<file path="src/verilog/dspclk_pkg.sv">
// Constants, register map and types for the signal-processor clock generator.
// Assumes a single 100 MHz core clock; all slower rates are enable pulses.
package dspclk_pkg;

  // ==========================================================================
  // Bus and register map
  localparam int          ADDR_W         = 4;
  localparam int          DATA_W         = 16;
  localparam logic [3:0]  CMR_OFF        = 4'h0;  // clock mode control register
  localparam logic [3:0]  BANK_SWITCH_CONTROL_REGISTER_OFF       = 4'h1;  // bank switch control register
  localparam logic [3:0]  STAT_OFF       = 4'h2;  // clock status register

  // Clock mode control register fields
  localparam int          MULT_FRAC_LSB  = 0;     // quarter steps of the factor
  localparam int          MULT_INT_LSB   = 2;     // integer part of the factor
  localparam int          PLL_EN_BIT     = 6;
  localparam logic [5:0]  MULT_RESET     = 6'h04; // factor 1.0 in quarters

  // Bank switch control register: output clock divide field
  localparam int          OUTPUT_CLOCK_DIVIDE_FIELD_LSB     = 0;
  localparam logic [1:0]  OUTPUT_CLOCK_DIVIDE_FIELD_NONE    = 2'h0;
  localparam logic [1:0]  OUTPUT_CLOCK_DIVIDE_FIELD_BY4     = 2'h3;
  localparam logic [1:0]  OUTPUT_CLOCK_DIVIDE_FIELD_RESET   = OUTPUT_CLOCK_DIVIDE_FIELD_BY4;

  // Status register fields
  localparam int          ST_LOCK_BIT    = 0;
  localparam int          ST_PLL_BIT     = 1;
  localparam int          ST_OSC_BIT     = 2;
  localparam int          ST_RANGE_BIT   = 3;
  localparam int          ST_STRAP_LSB   = 4;

  // Mode pin patterns {pin_a, pin_b, pin_c}
  localparam logic [2:0]  STRAP_DIV2_LO  = 3'h0;
  localparam logic [2:0]  STRAP_DIV4     = 3'h5;
  localparam logic [2:0]  STRAP_DIV2_HI  = 3'h7;

  // ==========================================================================
  // Timing
  localparam int          CLK_PERIOD_NS  = 10;
  localparam int          LOCK_TIME_NS   = 30000;
  localparam int          LOCK_CYCLES    = LOCK_TIME_NS / CLK_PERIOD_NS;
  localparam int          REF_MIN_NS     = 20;
  localparam int          REF_MAX_INT_NS = 200;
  localparam int          REF_MAX_H_NS   = 100;
  localparam int          REF_MAX_Q_NS   = 50;
  localparam int          REF_MIN_CYC    = (REF_MIN_NS + CLK_PERIOD_NS - 1) / CLK_PERIOD_NS;
  localparam int          REF_MAX_INT_CYC = REF_MAX_INT_NS / CLK_PERIOD_NS;
  localparam int          REF_MAX_H_CYC  = REF_MAX_H_NS / CLK_PERIOD_NS;
  localparam int          REF_MAX_Q_CYC  = REF_MAX_Q_NS / CLK_PERIOD_NS;
  localparam int          PERIOD_W       = 16;

  // ==========================================================================
  // Types
  typedef enum logic [1:0] {
    DSPCLK_MODE_DIV2,
    DSPCLK_MODE_DIV4,
    DSPCLK_MODE_PLL
  } dspclk_mode_e;

  typedef struct packed {
    logic              wr;
    logic              rd;
    logic [ADDR_W-1:0] addr;
    logic [DATA_W-1:0] wdata;
  } dspclk_bus_s;

endpackage

</file>
<file path="src/verilog/dspclk_out_div.sv">
// Output clock pin divider: turns machine half-period pulses into the pin level.
// Assumes half_tick_i is a one-cycle pulse at twice the machine clock rate.
`timescale 1ns/1ps
`default_nettype none
module dspclk_out_div
  import dspclk_pkg::*;
(
  // Clock and reset
  input  wire logic       core_clk_i,
  input  wire logic       reset_n_i,
  // Control
  input  wire logic       half_tick_i,
  input  wire logic [1:0] output_clock_divide_field_i,
  // Pin
  output logic            clk_out_o
);
  import dspclk_pkg::*;

  // ==========================================================================
  // Divide ratio decode: field value n gives a divide by n+1
  logic [1:0] cnt_reg;
  logic [1:0] cnt_next;
  logic       wrap;

  assign wrap     = (cnt_reg >= output_clock_divide_field_i);
  assign cnt_next = wrap ? 2'h0 : cnt_reg + 2'h1;

  // Toggle the pin every output_clock_divide_field+1 half periods; field 00 follows the machine clock
  always_ff @(posedge core_clk_i) begin
    if (!reset_n_i) begin
      cnt_reg   <= 2'h0;
      clk_out_o <= 1'b0;
    end else if (half_tick_i) begin
      cnt_reg <= cnt_next;
      if (wrap) begin
        clk_out_o <= ~clk_out_o;
      end
    end
  end

endmodule
`default_nettype wire

</file>
<file path="src/verilog/dspclk_top.sv">
// Clock generator core: mode pins, divide-by-2/4, fractional PLL model, output pin.
// Assumes pins synchronous to core_clk_i; reference edges are sampled, not clocked.
//
// Notes on behaviour
// - Mode pins sampled in reset; 000/111 divide by 2, 101 by 4, PLL off.
// - Machine clock is half, quarter, or control-register multiple of reference.
// - Oscillator enabled only by a mode pattern that asks for it.
// - Output divide field resets to divide-by-4.
// - Divide field 00 drives the output pin at machine rate.
// - Integer factors 1 through 15, reference period 20 to 200 ns.
// - Fractional .5/.25/.75 factors; tighter reference period limits flagged.
// - PLL locks within 30 us of a factor being set.
// - Static in divide modes: a stopped reference freezes the machine clock; the PLL runs on until the period counter saturates.
//
// Local design decisions: the address map and strobed register access.
`timescale 1ns/1ps
`default_nettype none
module dspclk_top
  import dspclk_pkg::*;
(
  // Clock and reset
  input  wire logic                       core_clk_i,
  input  wire logic                       reset_n_i,
  // Mode pins and reference
  input  wire logic                       clock_mode_pin_a_i,
  input  wire logic                       clock_mode_pin_b_i,
  input  wire logic                       clock_mode_pin_c_i,
  input  wire logic                       reference_clock_i,
  // Register port
  input  wire dspclk_pkg::dspclk_bus_s    bus_i,
  output logic [dspclk_pkg::DATA_W-1:0]   rd_data_o,
  // Clock outputs
  output logic                            machine_clk_o,
  output logic                            machine_clk_en_o,
  output logic                            clock_output_pin_o,
  output logic                            osc_enable_o,
  output logic                            pll_locked_o
);
  import dspclk_pkg::*;

  localparam int LOCK_BOUND = LOCK_CYCLES + 2;

  // ==========================================================================
  // Mode pin capture and decode
  logic [2:0]   strap_reg;
  dspclk_mode_e boot_mode;
  logic         boot_osc;

  // Captured on every reset cycle so the value at release is kept
  always_ff @(posedge core_clk_i) begin
    if (!reset_n_i) begin
      strap_reg <= {clock_mode_pin_a_i, clock_mode_pin_b_i, clock_mode_pin_c_i};
    end
  end

  assign boot_mode = (strap_reg == STRAP_DIV4) ? DSPCLK_MODE_DIV4 :
                     ((strap_reg == STRAP_DIV2_LO) || (strap_reg == STRAP_DIV2_HI)) ?
                     DSPCLK_MODE_DIV2 : DSPCLK_MODE_PLL;
  // Crystal only for PLL patterns with pin c low; others take an external source
  assign boot_osc  = (boot_mode == DSPCLK_MODE_PLL) && !strap_reg[0];

  // ==========================================================================
  // Reference edge detect and period measurement
  logic                ref_d_reg;
  logic                ref_rise;
  logic [PERIOD_W-1:0] cnt_reg;
  logic [PERIOD_W-1:0] period_reg;
  logic                period_ok_reg;
  logic                ref_stalled;

  assign ref_rise    = reference_clock_i && !ref_d_reg;
  assign ref_stalled = &cnt_reg;

  // Counter saturates, so a stopped reference never wraps into a bogus period
  always_ff @(posedge core_clk_i) begin
    if (!reset_n_i) begin
      ref_d_reg     <= 1'b1;  // High, so a reference already high gives no false edge
      cnt_reg       <= '0;
      period_reg    <= '0;
      period_ok_reg <= 1'b0;
    end else begin
      ref_d_reg <= reference_clock_i;
      if (ref_rise) begin
        period_reg    <= cnt_reg + 1'b1;
        period_ok_reg <= !ref_stalled;
        cnt_reg       <= '0;
      end else if (!ref_stalled) begin
        cnt_reg <= cnt_reg + 1'b1;
      end else begin
        period_ok_reg <= 1'b0;
      end
    end
  end

  // ==========================================================================
  // Register file
  logic [5:0] mult_reg;
  logic [5:0] mult_act_reg;
  logic       pll_en_reg;
  logic [1:0] output_clock_divide_field_reg;
  logic       wr_cmr;
  logic       wr_bank_switch_control_register;
  logic [5:0] wr_mult;
  logic       mult_legal;

  assign wr_cmr     = bus_i.wr && (bus_i.addr == CMR_OFF);
  assign wr_bank_switch_control_register    = bus_i.wr && (bus_i.addr == BANK_SWITCH_CONTROL_REGISTER_OFF);
  assign wr_mult    = bus_i.wdata[MULT_INT_LSB+3:MULT_FRAC_LSB];
  // Factor below 1.0 not supported; such a write keeps the old factor
  assign mult_legal = (wr_mult[5:2] != 4'h0);

  always_ff @(posedge core_clk_i) begin
    if (!reset_n_i) begin
      mult_reg   <= MULT_RESET;
      pll_en_reg <= 1'b0;
      output_clock_divide_field_reg <= OUTPUT_CLOCK_DIVIDE_FIELD_RESET;
    end else begin
      if (wr_cmr) begin
        pll_en_reg <= bus_i.wdata[PLL_EN_BIT];
        if (mult_legal) begin
          mult_reg <= wr_mult;
        end
      end
      if (wr_bank_switch_control_register) begin
        output_clock_divide_field_reg <= bus_i.wdata[OUTPUT_CLOCK_DIVIDE_FIELD_LSB+1:OUTPUT_CLOCK_DIVIDE_FIELD_LSB];
      end
    end
  end

  // ==========================================================================
  // Lock timer: restarted by every accepted factor write; counts down only while the PLL is wanted
  logic                       want_pll;
  logic [$clog2(LOCK_CYCLES+1)-1:0] lock_cnt_reg;
  logic                       locked;
  logic                       relock;

  assign want_pll = pll_en_reg || (boot_mode == DSPCLK_MODE_PLL);
  assign relock   = wr_cmr && mult_legal;
  assign locked   = (lock_cnt_reg == '0);

  always_ff @(posedge core_clk_i) begin
    if (!reset_n_i) begin
      lock_cnt_reg <= '0;
    end else if (relock) begin
      lock_cnt_reg <= ($clog2(LOCK_CYCLES+1))'(LOCK_CYCLES);
    end else if (!locked && want_pll) begin
      lock_cnt_reg <= lock_cnt_reg - 1'b1;
    end
  end

  // ==========================================================================
  // Half-period sources: divider from reference edges, PLL as a phase accumulator
  logic        div4_ph_reg;
  logic        div_half;
  logic [21:0] acc_reg;
  logic [21:0] acc_sum;
  logic [21:0] acc_thr;
  logic        nco_half;
  logic        use_pll_reg;
  logic        sel_half;
  logic        mclk_reg;
  logic        switch_due;

  // Half period of machine clock is one reference period (/2) or two (/4)
  assign div_half = ref_rise && ((boot_mode != DSPCLK_MODE_DIV4) || div4_ph_reg);
  // Rate = 2*factor/period half ticks; factor held in quarters
  assign acc_sum  = acc_reg + 22'({mult_act_reg, 1'b0});
  assign acc_thr  = 22'({period_reg, 2'b00});
  assign nco_half = period_ok_reg && (acc_sum >= acc_thr);
  assign sel_half = use_pll_reg ? nco_half : div_half;
  // Change source only when the clock is about to fall: no runt high phase
  assign switch_due = locked && mclk_reg && sel_half &&
                      ((use_pll_reg != want_pll) || (mult_act_reg != mult_reg));

  always_ff @(posedge core_clk_i) begin
    if (!reset_n_i) begin
      div4_ph_reg <= 1'b0;
      acc_reg     <= '0;
    end else begin
      if (ref_rise) begin
        div4_ph_reg <= !div4_ph_reg;
      end
      if (switch_due) begin
        acc_reg <= '0;
      end else if (nco_half) begin
        acc_reg <= ((acc_sum - acc_thr) >= acc_thr) ? '0 : acc_sum - acc_thr;
      end else if (period_ok_reg) begin
        acc_reg <= acc_sum;
      end
    end
  end

  // Source select and machine clock phase; PLL modes start at factor 1.0
  always_ff @(posedge core_clk_i) begin
    if (!reset_n_i) begin
      use_pll_reg  <= 1'b0;
      mult_act_reg <= MULT_RESET;
      mclk_reg     <= 1'b0;
    end else begin
      if (switch_due) begin
        use_pll_reg  <= want_pll;
        mult_act_reg <= mult_reg;
      end
      if (sel_half) begin
        mclk_reg <= !mclk_reg;
      end
    end
  end

  // ==========================================================================
  // Reference period check against the limits of the active mode
  logic range_err;
  logic [PERIOD_W-1:0] ref_max;

  assign ref_max   = !use_pll_reg ? PERIOD_W'(16'hFFFF) :
                     (mult_act_reg[0]) ? PERIOD_W'(REF_MAX_Q_CYC) :
                     (mult_act_reg[1]) ? PERIOD_W'(REF_MAX_H_CYC) :
                     PERIOD_W'(REF_MAX_INT_CYC);
  assign range_err = period_ok_reg && ((period_reg < PERIOD_W'(REF_MIN_CYC)) ||
                     (period_reg > ref_max));

  // ==========================================================================
  // Read port and registered outputs
  logic [DATA_W-1:0] rd_mux;

  assign rd_mux = (bus_i.addr == CMR_OFF)  ? DATA_W'({pll_en_reg, mult_reg}) :
                  (bus_i.addr == BANK_SWITCH_CONTROL_REGISTER_OFF) ? DATA_W'(output_clock_divide_field_reg) :
                  (bus_i.addr == STAT_OFF) ? DATA_W'({strap_reg, range_err, osc_enable_o,
                                                      use_pll_reg, locked}) :
                  16'h0000;

  always_ff @(posedge core_clk_i) begin
    if (!reset_n_i) begin
      rd_data_o        <= 16'h0000;
      machine_clk_en_o <= 1'b0;
      osc_enable_o     <= 1'b0;
      pll_locked_o     <= 1'b0;
    end else begin
      rd_data_o        <= bus_i.rd ? rd_mux : 16'h0000;
      machine_clk_en_o <= sel_half && !mclk_reg;
      osc_enable_o     <= boot_osc;
      pll_locked_o     <= use_pll_reg && locked;
    end
  end

  assign machine_clk_o = mclk_reg;

  dspclk_out_div u_out_div (
    .core_clk_i  (core_clk_i),
    .reset_n_i   (reset_n_i),
    .half_tick_i (sel_half),
    .output_clock_divide_field_i    (output_clock_divide_field_reg),
    .clk_out_o   (clock_output_pin_o)
  );

  // ==========================================================================
  // Lock age check helper
  // Cycles spent waiting for lock, counted apart from the lock timer itself
  logic [12:0] unlock_age_reg;

  // Saturates, so a lock that never comes keeps the check firing
  always_ff @(posedge core_clk_i) begin
    if (!reset_n_i || locked || relock) begin
      unlock_age_reg <= 13'h0000;
    end else if (want_pll && !(&unlock_age_reg)) begin
      unlock_age_reg <= unlock_age_reg + 13'h0001;
    end
  end
endmodule
`default_nettype wire

</file>
<file path="config.mk">
export PLATFORM = sky130hd
export DESIGN_NAME = dspclk_top
export DESIGN_NICKNAME = d
export VERILOG_FILES = /design/src/verilog/dspclk_pkg.sv /design/src/verilog/dspclk_out_div.sv /design/src/verilog/dspclk_top.sv
export SDC_FILE = /design/constraint.sdc
export NUM_CORES = 1
export LEC_CHECK = 0
export BUFFER_PORTS_ARGS = -buffer_cell sky130_fd_sc_hd__buf_2
export CORE_MARGIN = 2
export CORE_UTILIZATION = 45
export CTS_CLUSTER_SIZE = 8
export DETAILED_ROUTE_END_ITERATION = 8
export GPL_TIMING_DRIVEN = 0
export SLEW_MARGIN = 20
export SYNTH_ARGS = -nofsm -noshare
export SYNTH_HDL_FRONTEND = slang
export SYNTH_SLANG_ARGS = --single-unit
export TNS_END_PERCENT = 10
</file>
<file path="constraint.sdc">
create_clock -name core_clk_i -period 6.54 [get_ports core_clk_i]
set_input_delay 0.981 -clock core_clk_i [delete_from_list [all_inputs] [get_ports core_clk_i]]
set_output_delay 0.981 -clock core_clk_i [all_outputs]
set_load 0.02 [all_outputs]
</file>
# Word-level counts from Yosys, hierarchy flattened
# Index checks and enable logic that the tools add are counted.
dict set report op_classes {
  add_sub_neg 5
  n_mul 0
  div 0
  order_cmp 5
  n_eq_ne 8
  n_shift 0
  n_mux 17
  bitwise_logic 3
  reduce_logical 40
}
# op n
set ops {}
lappend ops {{2-to-1 mux 22 bit} 3}
lappend ops {{>= comparator 22 x 18 -> 1 bit} 2}
lappend ops {{2-to-1 mux 12 bit} 2}
lappend ops {{adder 22 x 7 -> 22 bit} 1}
lappend ops {{subtractor 22 x 18 -> 22 bit} 1}
lappend ops {{2-to-1 mux 7 bit} 3}
lappend ops {{adder 16 x 1 -> 16 bit, second input constant} 1}
lappend ops {{greater-than comparator 16 bit} 1}
lappend ops {{< comparator 16 x 2 -> 1 bit, second input constant} 1}
lappend ops {{2-to-1 mux 16 bit} 1}
lappend ops {{AND reduction 16 bit} 1}
lappend ops {{logical AND 1 bit} 14}
lappend ops {{logical NOT 12 bit} 1}
lappend ops {{subtractor 12 x 1 -> 12 bit, second input constant} 1}
lappend ops {{2-to-1 mux 5 bit} 2}
lappend ops {{== test 3 bit, second input constant} 2}
lappend ops {{logical NOT 1 bit} 6}
lappend ops {{2-to-1 mux 2 bit} 3}
lappend ops {{!= test 6 bit} 1}
lappend ops {{AND reduction 2 bit} 3}
lappend ops {{nonzero test 2 bit} 3}
lappend ops {{OR reduction 2 bit} 3}
lappend ops {{logical OR 1 bit} 5}
lappend ops {{== test 4 x 1 -> 1 bit, second input constant} 1}
lappend ops {{other kinds (12)} 16}
dict set report word_totals {
  reg_bits 111
  latchBits 0
  ramBits 0
  rom_bits 0
  input_bits 28
  elab_cells 100
  mem_count 0
}

# Longest topological paths before layout
dict set report depth {
  depth_word 11
  mapped_depth 26
  mapped_depth_nobuf 25
}

# By module
# A second synthesis with hierarchy kept.
dict set report hier_totals {
  hier_cells 758
  hier_area_um2 6383.6
}
# mod instances cells_each area_each_um2
set by_module_without_submodules {}
lappend by_module_without_submodules {dspclk_top 1 740 6226.0}
lappend by_module_without_submodules {dspclk_out_div 1 18 157.7}

# Worst setup path after synthesis
# No wires, ideal clock.
dict set report synth_path {
  path_type {register -> register}
  startpoint {register mult_act_reg[0]}
  endpoint {register acc_reg[13]}
  setup_ns 0.067
  t_arrival_ns 5.592
  required_ns 6.473
  slack_ns 0.881
  path_stages_with_launch 26
  n_path_buf 1
  path_cell_list {dfxtp_1 > ha_1 > inv_1 > fa_1 > nand2b_1 > a21o_1 > a31oi_1 > and3_1 > xor2_1 > ha_1 > o21ai_0 > nor2_1 > or4_1 > o22ai_1 > xnor2_1 > ha_1 > a21oi_1 > o21ai_0 > a2111oi_0 > o31a_1 > o31ai_1 > or3_1 > o21ai_2 > or3b_1 > buf_6 > o21ai_2}
}
dict set report synth_via {
  elab_chain_len 7
}
# element line
set synth_lines {}
lappend synth_lines {{from (decl)} dspclk_top.sv:98} ;# logic [5:0] mult_act_reg;
lappend synth_lines {{from (signal assigned)} dspclk_top.sv:202} ;# mult_act_reg <= mult_reg;
lappend synth_lines {{branches (longest 7 deep; another with adder 22 x 7 -> 22 bit)} --}
lappend synth_lines {{to (signal assigned)} dspclk_top.sv:186} ;# acc_reg <= ((acc_sum - acc_thr) >= acc_thr) ? '0 : acc_sum - acc_thr;
lappend synth_lines {{to (signal assigned)} dspclk_top.sv:188} ;# acc_reg <= acc_sum;
lappend synth_lines {{to (decl)} dspclk_top.sv:155} ;# logic [21:0] acc_reg;
# Several ways; the timed one is not identified. The select of a mux whose other input is x is not followed.
# A chain may end at the register's enable or synchronous reset.

# Worst setup path in the final report
# Ends and elaborated chain as after synthesis.

==> results.py <==
metrics = {
    "outcome": {
        "outcome": "finished, final reports clean",
    },
    "placed_design": {
        "placed_cells": 986,
        "routabilityCongestion": 0.835,
        "io_buffers": 29,
        "dp_hpwl_mm": 13.1,
    },
    "worst_setup_path": {
        "cp_common_cell": "a21o_1",
        "crit_buf_inv": 2,
        "start_kind": "flip-flop",
        "path_class": "flip-flop to flip-flop",
        "crit_path_end_kind": "flip-flop",
        "cp.arrival_ns": 6.41,
        "cp_max_fo": 10,
        "reg2reg_from": "mult_act_reg[0]",
        "crit_slowest_cell": "or3b_4",
        "path_delay_family": "compound AO/OA/AOI/OAI gates",
        "startpoint": "mult_act_reg[0]",
        "timing.critical_path.required_ns": 6.82,
        "critPathMaxStageDelay_ns": 0.42,
    },
    "grt": {
        "antenna_found_initial": 0,
        "grt_max_degree": 18,
        "grtUsageTotal_pct": 22.7,
        "grt.overflow.total": 0,
        "grt_pass1_vias": 5543,
        "grt_pass1_wl_mm": 27.2,
    },
    "timing": {
        "finalSetupViolCount": 0,
        "period_minus_slack_ns": 6.13,
        "hold_viol": 0,
        "fin_skew_ns": 0.00709,
        "worstMarginPinSlew_ns": 0.908,
        "fmax_mhz": 163,
        "rsz0062_at_grt": "false",
        "max_slew_margin_pct": 39.3,
        "fin_crit_sh_pct": 93.7,
        "slew_viol_final": 0,
        "whs_ns": 0.469,
        "setup_tns_ns": 0,
    },
    "cts": {
        "clock_latency_ns": 0.35,
        "cts_tree": "yes",
        "cts_buffer_depth": 2,
        "clockRootBuffer": "clkbuf_16",
        "holdBufCountCts": 0,
        "cts.reportedPaths.clkPinSlew_ns": 0.07,
        "numClockSinks": 101,
        "cts_buffers": 9,
        "htree_levels": 3,
    },
    "layout": {
        "fin_util_pct": 51.9,
        "final_common_cell": "dfxtp_1",
        "drive_above_1_share_pct": 11.3,
        "layout.nets": 908,
        "final_cell_mix": "97 x dfxtp_1, 74 x nor2_1, 62 x nand2_1, 59 x a21oi_1, 56 x ha_1",
        "layoutNonFillerInstCount": 1005,
        "fillers": 1327,
        "antenna_cells": 0,
        "area_growth_pct": 11.9,
        "largest_register_ffs": 21,
    },
    "logic_synthesis": {
        "synth_edf_count": 3,
        "syn_area_per_cell_sq_um": 8.40,
        "syn_area_sq_um": 6460,
        "seq_area_frac_synth_pct": 31.8,
        "ys_ff_latch": 101,
        "synth_cells": 769,
        "synth_ff_type": "dfxtp_1",
        "synth_cell_types": 71,
        "synth_warnings": 0,
        "ys_async_sr_fraction_pct": 0,
    },
    "power_and_ir_drop": {
        "power-per-cell-area_nw_per_um2": 238,
        "vdd.ir_drop.worst_mv": 0.264,
        "leakagePower_nw": 3.02,
        "total_power_mw": 1.72,
    },
    "hold_path": {
        "hp-class": "flip-flop to flip-flop",
        "hold_start": "acc_reg[6]",
    },
    "floorplan": {
        "ioPinCount": 49,
        "dieArea_sq_um": 15300,
        "start_util_pct": 46.4,
        "rows": 43,
        "die-width_um": 124,
        "dieHeight_um": 124,
        "core-area_sq_um": 13900,
    },
    "route": {
        "wl_mm": 16.5,
        "routedWlPerCell_um": 16.4,
        "route.detailed.drc": 0,
        "drt_iter0_drc": 314,
        "drt_pre_antenna_iters": 5,
        "detail-route-antenna-nets": 0,
        "vias": 5705,
        "avgViaCountPerCell": 5.68,
    },
    "job": {
        "max-cap-violations": 0,
    },
}
==> per-layer routing <==
metal,part of all wire [%],global-route usage (%),vias up
li1,-,-,2861
met5,0,0,-
met1,47,29.7,2737
met2,48,38.7,89
met4,1.6,6.11,0
met3,3.1,3.89,18
==> layout make-up <==
type | instances | area (sq um) | area share, %
Inverter | 38 | 143 | 1.97
Clock inverter | 6 | 46.3 | 0.640
Multi-Input combinational cell | 603 | 4190 | 58.0
Tap cell | 180 | 225 | 3.11
Timing Repair Buffer | 32 | 168 | 2.32
Sequential cell | 101 | 2050 | 28.4
Buffer | 35 | 176 | 2.44
Clock buffer | 10 | 229 | 3.17
==> tightest hold or removal path, delay by kind of cell (launching register included) <==
| family | cells | cell delay (ns) |
|---|---|---|
| DFF | 1 | 0.32 |
| AOI/OAI and AO/OA | 1 | 0.04 |
| and+or+nand+nor | 1 | 0.07 |
==> synthesized netlist by cell type, types with 10 or more instances <==
library cell,n,area [sq um]
dfxtp_1,98,1960
nor2_1,74,278
nand2_1,62,233
a21oi_1,61,305
ha_1,58,726
xnor2_1,45,394
inv_1,37,139
xor2_1,23,201
a211oi_1,22,165
nand3_1,22,110
clkbuf_1,21,78.8
nor3_1,19,95.1
o21ai_0,19,95.1
and3_1,16,100
a21o_1,14,105
mux2i_1,14,140
nand4_1,12,75.1
nor2b_1,11,68.8
nand2b_1,10,62.6
==> report_power, final <==
group | internal [mW] | switching [mW]
sequential | 0.661 | 0.0373
clock | 0.262 | 0.245
combinational | 0.213 | 0.303
==> cells by family (layout without fill, tap and decap cells) <==
logic type | Yosys count | in the layout | synth area share, %
simple gates | 262 | 262 | 20.3
flops | 101 | 101 | 31.8
mux | 14 | 14 | 2.17
compound gates | 190 | 190 | 19.7
fa+ha+maj | 60 | 60 | 11.8
other cells | 1 | 9 | 0.0580
xor+xnor | 68 | 68 | 9.22
buf+inv | 73 | 121 | 4.94
==> metrics by stage <==
| stage | instance area [sq um] | setup WS [ns] |
|---|---|---|
| finish | 7230 | 0.413 |
| CTS | 7180 | 0.00926 |
| detailed placement | 6870 | -0.246 |
| floorplan | 6490 | 0.881 |
| global route | 7230 | 0.0620 |
| global placement | 6860 | -0.162 |
==> what timing repair did <==
action,CTS,global route
setup buffers,0,3
cloned,0,0
pin swaps,0,3
endpoints found under the setup margin,12,17
gates resized for setup,6,10
==> worst paths after layout <==
path,endpoint,cells after the start,slack (ns)
setup reg to reg,acc_reg[13],26,0.41
hold / removal,acc_reg[6],2,0.47
setup / recovery,acc_reg[13],26,0.41
hold reg to reg,acc_reg[6],2,0.47
Power figures use the tool's default switching activity.
